File: src/sbot_pkg.sv
// Package of register map, field layout and timing constants for the sink blink timer
package sbot_pkg;

  // Register offsets
  localparam logic [7:0] SBOT_SINK_ENABLE_ADDR = 8'h10;
  localparam logic [7:0] SBOT_ON_TIME_ADDR = 8'h11;
  localparam logic [7:0] SBOT_OFF_TIME_ADDR = 8'h12;

  // Field positions and reset values
  localparam int SBOT_NUM_SINKS = 4;
  localparam int SBOT_ON_SELECT_LSB = 6;
  localparam int SBOT_SELECT_WIDTH = 2;
  localparam logic [3:0] SBOT_ENABLE_RESET = 4'h0;
  localparam logic [1:0] SBOT_ON_SELECT_RESET = 2'h0;
  localparam logic [7:0] SBOT_OFF_TIME_RESET = 8'h00;
  localparam logic [1:0] SBOT_OFF_DISABLED = 2'h0;

  // Time base: one tick every 0.1 s
  localparam int SBOT_CLOCK_PERIOD_NS = 4;
  localparam int SBOT_TICK_TIME_NS = 100000000;
  localparam int SBOT_TICK_CYCLES = SBOT_TICK_TIME_NS / SBOT_CLOCK_PERIOD_NS;
  localparam int SBOT_TICK_TIME_MS = 100;
  localparam int SBOT_TICK_COUNT_WIDTH = 25;
  localparam int SBOT_PHASE_COUNT_WIDTH = 5;

  // Phase durations in ms, indexed by the 2-bit selector
  localparam int SBOT_ON_MS_0 = 200;
  localparam int SBOT_ON_MS_1 = 600;
  localparam int SBOT_ON_MS_2 = 800;
  localparam int SBOT_ON_MS_3 = 1200;
  localparam int SBOT_OFF_MS_1 = 600;
  localparam int SBOT_OFF_MS_2 = 1200;
  localparam int SBOT_OFF_MS_3 = 1800;

  // Same durations as tick counts
  localparam logic [3:0][4:0] SBOT_ON_TICKS = {
    5'(SBOT_ON_MS_3 / SBOT_TICK_TIME_MS), 5'(SBOT_ON_MS_2 / SBOT_TICK_TIME_MS),
    5'(SBOT_ON_MS_1 / SBOT_TICK_TIME_MS), 5'(SBOT_ON_MS_0 / SBOT_TICK_TIME_MS)};
  localparam logic [3:0][4:0] SBOT_OFF_TICKS = {
    5'(SBOT_OFF_MS_3 / SBOT_TICK_TIME_MS), 5'(SBOT_OFF_MS_2 / SBOT_TICK_TIME_MS),
    5'(SBOT_OFF_MS_1 / SBOT_TICK_TIME_MS), 5'h00};

  // Blink phase of one sink
  typedef enum logic {
    SBOT_PHASE_ON = 1'b0,
    SBOT_PHASE_OFF = 1'b1
  } sbot_phase_type;

endpackage

File: src/sbot_sink_blink_off_timer.sv
// Blink on/off timing for current sinks 1 to 4 with their control registers
//
// Functional notes
// (RL1) Sink 4 off select in bits 7:6 of 0x12
// (RL2) Sink 3 off select in bits 5:4
// (RL3) Sink 2 off select in bits 3:2
// (RL4) Sink 1 off select in bits 1:0
// (RL5) Off select: none, 0.6, 1.2, 1.8 s
// (RL6) Off disabled keeps sink on while enabled
// (RL7) Nonzero off select: alternate off and on phases
// (RL8) Enabled with select 00 conducts continuously
// (RL9) Shared on select 0x11[7:6]: 0.2/0.6/0.8/1.2 s
// (RL10) On phase lasts on time, then off
// (RL11) Enables in 0x10 bits 0 to 3
// (RL12) Clearing enable stops sink, restarts phase
// (RL13) Durations counted in 0.1 s ticks
`timescale 1ns/10ps

module sbot_sink_blink_off_timer #(
  parameter int unsigned TICK_CYCLES = sbot_pkg::SBOT_TICK_CYCLES
) (
  input wire logic clock,
  input wire logic rst_b,
  input wire logic regWrite,
  input wire logic regRead,
  input wire logic [7:0] regAddr,
  input wire logic [7:0] regWriteData,
  output logic [7:0] regReadData,
  output logic [3:0] sinkDrive
);

  ////////////////////////////////////////////////////////////////////////////////
  // Register file

  logic [3:0] sinkEnable;
  logic [1:0] sharedOnTimeSelect;
  logic [7:0] sinkBlinkOffTimeLow;
  wire hitEnable = regAddr == sbot_pkg::SBOT_SINK_ENABLE_ADDR;
  wire hitOnTime = regAddr == sbot_pkg::SBOT_ON_TIME_ADDR;
  wire hitOffTime = regAddr == sbot_pkg::SBOT_OFF_TIME_ADDR;
  logic [7:0] readMux;

  // Read decode; unused bits and unmapped offsets read zero
  always_comb begin
    if (hitEnable) begin
      readMux = {4'h0, sinkEnable};
    end else if (hitOnTime) begin
      readMux = {sharedOnTimeSelect, 6'h00};
    end else if (hitOffTime) begin
      readMux = sinkBlinkOffTimeLow;
    end else begin
      readMux = 8'h00;
    end
  end

  // Register writes
  always_ff @(posedge clock or negedge rst_b) begin
    if (!rst_b) begin
      sinkEnable <= sbot_pkg::SBOT_ENABLE_RESET;
      sharedOnTimeSelect <= sbot_pkg::SBOT_ON_SELECT_RESET;
      sinkBlinkOffTimeLow <= sbot_pkg::SBOT_OFF_TIME_RESET;
    end else if (regWrite) begin
      if (hitEnable) begin
        sinkEnable <= regWriteData[3:0]; // [RL11]
      end
      if (hitOnTime) begin
        sharedOnTimeSelect <= regWriteData[sbot_pkg::SBOT_ON_SELECT_LSB +: 2]; // [RL9]
      end
      if (hitOffTime) begin
        sinkBlinkOffTimeLow <= regWriteData; // [RL1] [RL2] [RL3] [RL4]
      end
    end
  end

  // Read data held until the next read strobe
  always_ff @(posedge clock or negedge rst_b) begin
    if (!rst_b) begin
      regReadData <= 8'h00;
    end else if (regRead) begin
      regReadData <= readMux;
    end
  end

  a_off_field_write: assert property (@(posedge clock) disable iff (!rst_b) // [RL1]
    regWrite && regAddr == sbot_pkg::SBOT_OFF_TIME_ADDR
    |=> sinkBlinkOffTimeLow == $past(regWriteData))
    else $error("off time register did not take the written byte");

  a_on_field_write: assert property (@(posedge clock) disable iff (!rst_b) // [RL9]
    regWrite && hitOnTime
    |=> sharedOnTimeSelect == $past(regWriteData[sbot_pkg::SBOT_ON_SELECT_LSB +: 2]))
    else $error("on time select did not take bits 7 and 6 of the written byte");

  a_enable_write: assert property (@(posedge clock) disable iff (!rst_b) // [RL11]
    regWrite && hitEnable |=> sinkEnable == $past(regWriteData[3:0]))
    else $error("sink enables did not take the low nibble of the written byte");

  // Read-back; a read sees the value held before any write in the same cycle
  a_enable_readback: assert property (@(posedge clock) disable iff (!rst_b) // [RL11]
    regRead && hitEnable |=> regReadData == {4'h0, $past(sinkEnable)})
    else $error("enable register read-back differs from stored enables");

  a_on_readback: assert property (@(posedge clock) disable iff (!rst_b) // [RL9]
    regRead && hitOnTime |=> regReadData == {$past(sharedOnTimeSelect), 6'h00})
    else $error("on time register read-back differs from stored select");

  a_off_readback: assert property (@(posedge clock) disable iff (!rst_b) // [RL1]
    regRead && hitOffTime |=> regReadData == $past(sinkBlinkOffTimeLow))
    else $error("off time register read-back differs from stored byte");

  ////////////////////////////////////////////////////////////////////////////////
  // Shared time base

  logic [24:0] tickCount;
  logic tick;
  wire tickWrap = tickCount == 25'(TICK_CYCLES - 1);

  // Free running, so a phase's first tick may come early by under 0.1 s
  always_ff @(posedge clock or negedge rst_b) begin
    if (!rst_b) begin
      tickCount <= 25'h0000000;
      tick <= 1'b0;
    end else begin
      tickCount <= tickWrap ? 25'h0000000 : tickCount + 25'h0000001; // [RL13]
      tick <= tickWrap;
    end
  end

  a_tick_single: assert property (@(posedge clock) disable iff (!rst_b) // [RL13]
    tick && TICK_CYCLES > 1 |=> !tick)
    else $error("time base tick lasted more than one cycle");

  // Tick comes exactly at the wrap, so every phase after the first is a whole number of ticks
  a_tick_period: assert property (@(posedge clock) disable iff (!rst_b) // [RL13]
    tickWrap |=> tick && tickCount == 25'h0000000)
    else $error("time base did not wrap and tick together");

  a_tick_only_wrap: assert property (@(posedge clock) disable iff (!rst_b) // [RL13]
    !tickWrap |=> !tick)
    else $error("time base ticked away from its wrap point");

  ////////////////////////////////////////////////////////////////////////////////
  // Per-sink blink sequencer

  // Shared on length; a select change acts on the running count, and a count
  // already past a shorter length runs on to the 5-bit wrap, so change it between phases
  wire [4:0] onTicks = sbot_pkg::SBOT_ON_TICKS[sharedOnTimeSelect]; // [RL9]

  genvar s;
  generate
    for (s = 0; s < sbot_pkg::SBOT_NUM_SINKS; s++) begin : gSink
      sbot_pkg::sbot_phase_type phase;
      sbot_pkg::sbot_phase_type next_phase;
      logic [4:0] phaseCount;
      logic [4:0] next_phaseCount;
      wire [1:0] offSelect = sinkBlinkOffTimeLow[2 * s +: 2]; // [RL1] [RL2] [RL3] [RL4]
      wire blinking = sinkEnable[s] && offSelect != sbot_pkg::SBOT_OFF_DISABLED;
      wire [4:0] offTicks = sbot_pkg::SBOT_OFF_TICKS[offSelect]; // [RL5]
      wire [4:0] phaseLength = (phase == sbot_pkg::SBOT_PHASE_ON) ? onTicks : offTicks;
      wire phaseDone = tick && phaseCount == phaseLength - 5'h01;

      // Phase stepping; held at a fresh on phase while not blinking
      always_comb begin
        next_phase = phase;
        next_phaseCount = phaseCount;
        if (!blinking) begin
          next_phase = sbot_pkg::SBOT_PHASE_ON; // [RL12]
          next_phaseCount = 5'h00;
        end else if (phaseDone) begin
          next_phase = (phase == sbot_pkg::SBOT_PHASE_ON) ? sbot_pkg::SBOT_PHASE_OFF
                                                          : sbot_pkg::SBOT_PHASE_ON; // [RL7]
          next_phaseCount = 5'h00;
        end else if (tick) begin
          next_phaseCount = phaseCount + 5'h01; // [RL13]
        end
      end

      // Phase state and sink drive
      always_ff @(posedge clock or negedge rst_b) begin
        if (!rst_b) begin
          phase <= sbot_pkg::SBOT_PHASE_ON;
          phaseCount <= 5'h00;
          sinkDrive[s] <= 1'b0;
        end else begin
          phase <= next_phase;
          phaseCount <= next_phaseCount;
          // Steady when select is 00, else follows phase [RL6] [RL8] [RL10]
          sinkDrive[s] <= sinkEnable[s] &&
            (offSelect == sbot_pkg::SBOT_OFF_DISABLED || phase == sbot_pkg::SBOT_PHASE_ON);
        end
      end

      a_disable_stops: assert property (@(posedge clock) disable iff (!rst_b) // [RL12]
        !sinkEnable[s] |=> !sinkDrive[s] && phase == sbot_pkg::SBOT_PHASE_ON
          && phaseCount == 5'h00)
        else $error("disabled sink still driven or phase not restarted");

      a_steady_on: assert property (@(posedge clock) disable iff (!rst_b) // [RL8]
        sinkEnable[s] && offSelect == 2'h0 |=> sinkDrive[s])
        else $error("enabled sink with off select 00 not driven");

      // Steady sinks keep their sequencer parked, so a later nonzero select starts on
      a_steady_parked: assert property (@(posedge clock) disable iff (!rst_b) // [RL6]
        sinkEnable[s] && offSelect == sbot_pkg::SBOT_OFF_DISABLED
        |=> phase == sbot_pkg::SBOT_PHASE_ON && phaseCount == 5'h00)
        else $error("steady sink left its sequencer running");

      a_blink_drive: assert property (@(posedge clock) disable iff (!rst_b) // [RL10]
        blinking |=> sinkDrive[s] == ($past(phase) == sbot_pkg::SBOT_PHASE_ON))
        else $error("blinking sink drive does not follow its phase");

      a_on_to_off: assert property (@(posedge clock) disable iff (!rst_b) // [RL9]
        blinking && phase == sbot_pkg::SBOT_PHASE_ON && tick && phaseCount == onTicks - 5'h01
        |=> phase == sbot_pkg::SBOT_PHASE_OFF && phaseCount == 5'h00)
        else $error("on phase did not end after its selected length");

      a_off_to_on: assert property (@(posedge clock) disable iff (!rst_b) // [RL5]
        blinking && phase == sbot_pkg::SBOT_PHASE_OFF && tick
          && phaseCount == offTicks - 5'h01
        |=> phase == sbot_pkg::SBOT_PHASE_ON ##1 sinkDrive[s] || !$past(blinking))
        else $error("off phase did not end after its selected length");

      a_count_holds: assert property (@(posedge clock) disable iff (!rst_b) // [RL13]
        blinking && !tick |=> $stable(phaseCount) && $stable(phase))
        else $error("phase advanced without a time base tick");
    end
  endgenerate

endmodule

File: config.mk
export PLATFORM = sky130hd
export DESIGN_NAME = sbot_sink_blink_off_timer
export DESIGN_NICKNAME = d
export VERILOG_FILES = /design/src/sbot_pkg.sv /design/src/sbot_sink_blink_off_timer.sv
export SDC_FILE = /design/constraint.sdc
export NUM_CORES = 1
export LEC_CHECK = 0
export BUFFER_PORTS_ARGS = -buffer_cell sky130_fd_sc_hd__buf_2
export CAP_MARGIN = 20
export CORE_ASPECT_RATIO = 0.75
export CORE_MARGIN = 2
export CORE_UTILIZATION = 46
export CTS_BUF_LIST = sky130_fd_sc_hd__clkbuf_4 sky130_fd_sc_hd__clkbuf_8
export DETAILED_ROUTE_END_ITERATION = 12
export SKIP_CTS_REPAIR_TIMING = 1
export SLEW_MARGIN = 20
export SYNTH_ARGS = -nofsm -noshare
export SYNTH_HDL_FRONTEND = slang
export SYNTH_SLANG_ARGS = --single-unit
File: constraint.sdc
create_clock -name clock -period 3.46 [get_ports clock]
set_clock_uncertainty 0.05 [all_clocks]
set_input_delay 0.692 -clock clock [delete_from_list [all_inputs] [get_ports clock]]
set_output_delay 0.692 -clock clock [all_outputs]
set_load 0.005 [all_outputs]
==> impl_metrics.py <==
metrics = {
    "status": {
        "run_status": "finished, final reports clean",
    },
    "global_route": {
        "top_usage_layer": "met1",
        "antenna_found_initial": 0,
        "grt_remaining_overflow": 0,
        "grt_max_degree": 77,
        "grt_use_total_pct": 18.89,
        "use_met1_pct": 29.44,
        "met2_usage_pct": 25.17,
        "grt_pass1_wl_um": 14660,
        "grtUsageMet3_pct": 5.175,
        "grt_pass1_vias": 2909,
    },
    "power": {
        "leakage_nw": 2.087,
        "p_per_area_mw_per_mm2": 381.2,
        "peakVddDrop_mv": 0.2371,
    },
    "synthesis": {
        "synth_edf_count": 0,
        "yosys_warnings": 0,
        "syn_inst": 422,
        "syn_nets": 459,
        "synthArstFlopShare_pct": 100.0,
        "synth_area_mm2": 0.004208,
        "postSynthAreaPerCell_um2": 9.971,
        "synth_cell_types": 59,
        "ys.flop_type": "dfrtp_1",
        "yosysSeqAreaShare_pct": 45.20,
        "synth-seq-cells": 76,
    },
    "cts": {
        "cts.sinks": 76,
        "clkTransAtPathRegs_ns": 0.08,
        "numCtsBuffers": 9,
        "clk_root_buffer_cell": "clkbuf_8",
        "cts_tree": "built",
        "cts_max_level": 3,
        "clk_latency_ns": 0.35,
        "clk_path_buf_depth": 2,
    },
    "floorplanning": {
        "core-area_mm2": 0.008971,
        "io_pins": 32,
        "die-width_um": 114.4,
        "die-area_mm2": 0.009936,
        "start_util_pct": 46.90,
        "die_h_um": 86.83,
        "fp-row-count": 30,
    },
    "route": {
        "first_pass_iters": 4,
        "drtIter0Drc": 144,
        "vias": 3045,
        "finalWirelength_um": 8439,
        "avgViaCountPerCell": 5.409,
        "avgRoutedWirePerCell_um": 14.99,
        "route.detailed.drc": 0,
        "ant_nets": 0,
    },
    "place": {
        "place_area_mm2": 0.004423,
        "numPortBuffers": 31,
        "dp_hpwl_um": 5925,
        "gp_congestion": 0.7784,
    },
    "finish": {
        "areaGrowthSynthToFinish_pct": 10.17,
        "fin_nets": 485,
        "postLayoutCoreUtil_pct": 51.67,
        "diodes": 0,
        "post_route_cells_drive_above_1_share_pct": 16.41,
        "post-route-cell-area_mm2": 0.004636,
    },
    "worst_setup_path": {
        "criticalPathCategory": "reg2reg",
        "cp_max_fo": 9,
        "arrival_ns": 2.89,
        "required_ns": 3.64,
        "cp-start-kind": "register",
        "critPathCaptureType": "register",
    },
    "sta": {
        "hold_viol": 0,
        "maxSlewHeadroom_pct": 36.16,
        "setup_violations": 0,
        "timing_max_transition_violations_final": 0,
        "rsz0062_at_grt": "false",
        "tightest_slew_ns": 0.9575,
        "setup_tns_ns": 0,
        "fmax_ghz": 0.3700,
        "finalCriticalPeriod_ns": 2.703,
        "period_share_pct": 78.12,
    },
    "job": {
        "maxCapViolCount": 0,
    },
    "worst_hold_path": {
        "hp-class": "in2async",
    },
}
## critical path: stages, from the launching register on
cell	delay, ns
dfrtp_1	0.52
inv_1	0.11
ha_1	0.35
or4b_1	0.53
o2111ai_1	0.12
o21ai_1	0.08
or4_1	0.58
nand4b_1	0.17
a31oi_1	0.08
## power breakdown
part           total (mW)  switching, mW  leakage [nW]  internal, mW
sequential          0.920         0.0194          1.04         0.900
clock               0.742          0.324         0.100         0.418
combinational       0.105         0.0602         0.948        0.0451
total                1.77          0.404          2.09          1.36
## metrics by stage
step,total power [mW],hold slack (ns),std cells,worst slack (ns)
final,1.767,0.4301,563,0.7570
after global routing,1.848,0.4681,563,0.5557
after global placement,1.041,0.4236,549,0.8472
after floorplan,0.9927,0.3464,422,1.027
after CTS,1.792,0.4441,563,0.7609
after detailed placement,1.044,0.4298,549,0.7704
## synthesized netlist by cell type, types with 2 or more instances
library cell	count	share of area [%]
nand4b_1	4	0.83
nand2_1	29	2.6
xor2_1	28	5.8
or4b_1	2	0.48
xnor2_1	23	4.8
buf_1	2	0.18
buf_6	3	0.80
ha_1	17	5.1
nor2b_1	3	0.45
a22o_1	2	0.42
nand4_1	9	1.3
or3_1	6	0.89
and2_1	2	0.30
or2_2	4	0.59
nand3_1	29	3.4
nor4_1	3	0.45
and3_1	7	1.0
clkbuf_1	9	0.80
dfrtp_1	76	45
nand3b_1	3	0.54
and4_1	2	0.42
a22oi_1	4	0.71
nand2b_1	2	0.30
a21oi_1	19	2.3
o21ai_0	10	1.2
nor2_1	40	3.6
inv_1	19	1.7
a21boi_0	4	0.71
o2111ai_1	2	0.42
a21o_1	3	0.54
buf_2	3	0.36
a31oi_1	6	0.89
o211ai_1	3	0.54
mux2i_1	4	0.95
nor3_1	3	0.36
mux2_2	14	3.7
## layer usage
metal	routed length [um]	vias to the layer above
li1	-	1515
met1	4623	1458
met2	3283	64
met3	441	8
met4	91	0
met5	0	-
## cells in the final DEF (no fill, tap or decap), types with 10 or more instances in the layout
cell,instances
a21oi_1,19
buf_2,30
clkbuf_8,10
dfrtp_1,76
ha_1,17
inv_1,19
mux2_2,14
nand2_1,29
nand3_1,29
nor2_1,40
o21ai_0,10
xnor2_1,23
xor2_1,28
## flip-flops by register name (all words and copies together), names as in the netlist
signal and cells:
regReadData 8, sinkBlinkOffTimeLow 8, tickCount 25, sinkDrive 4, gSink.phaseCount 20, tick 1, sinkEnable 4, sharedOnTimeSelect 2
gSink.phase 4
## cell type report
class                   count  area (um2)
clock buffers              10       137.6
clock inverters             4       75.07
fillers                   803        4335
inverters                  19       71.32
multi-input cells         309        2137
flip-flops and latches     76        1902
well taps                 112       140.1
repair buffers             33       172.7
## cell families after synthesis
group,Yosys count,share of synthesized area (%)
DFF,76,45.20
buffers and inverters,37,4.014
xor gates and xnor gates,52,11.00
and+or+nand+nor,160,20.61
muxes,18,4.698
adders and majority gates,17,5.055
AOI/OAI and AO/OA,62,9.427
## worst paths after layout
path	startpoint	end	slack (ns)	depth (start not counted)
worst max-delay path	sinkBlinkOffTimeLow[6]	gSink[3].phaseCount[2]	0.76	8
worst min-delay path	rst_b	gSink[3].phaseCount[4]	0.43	1
worst max register to register	sinkBlinkOffTimeLow[6]	gSink[3].phaseCount[2]	0.76	8
worst min register to register	tickCount[4]	tickCount[4]	0.44	1
max in group asynchronous	rst_b	tickCount[18]	2.30	1
min in group clock	tickCount[4]	tickCount[4]	0.44	1
No activity file was read; power rests on OpenSTA's default activity.
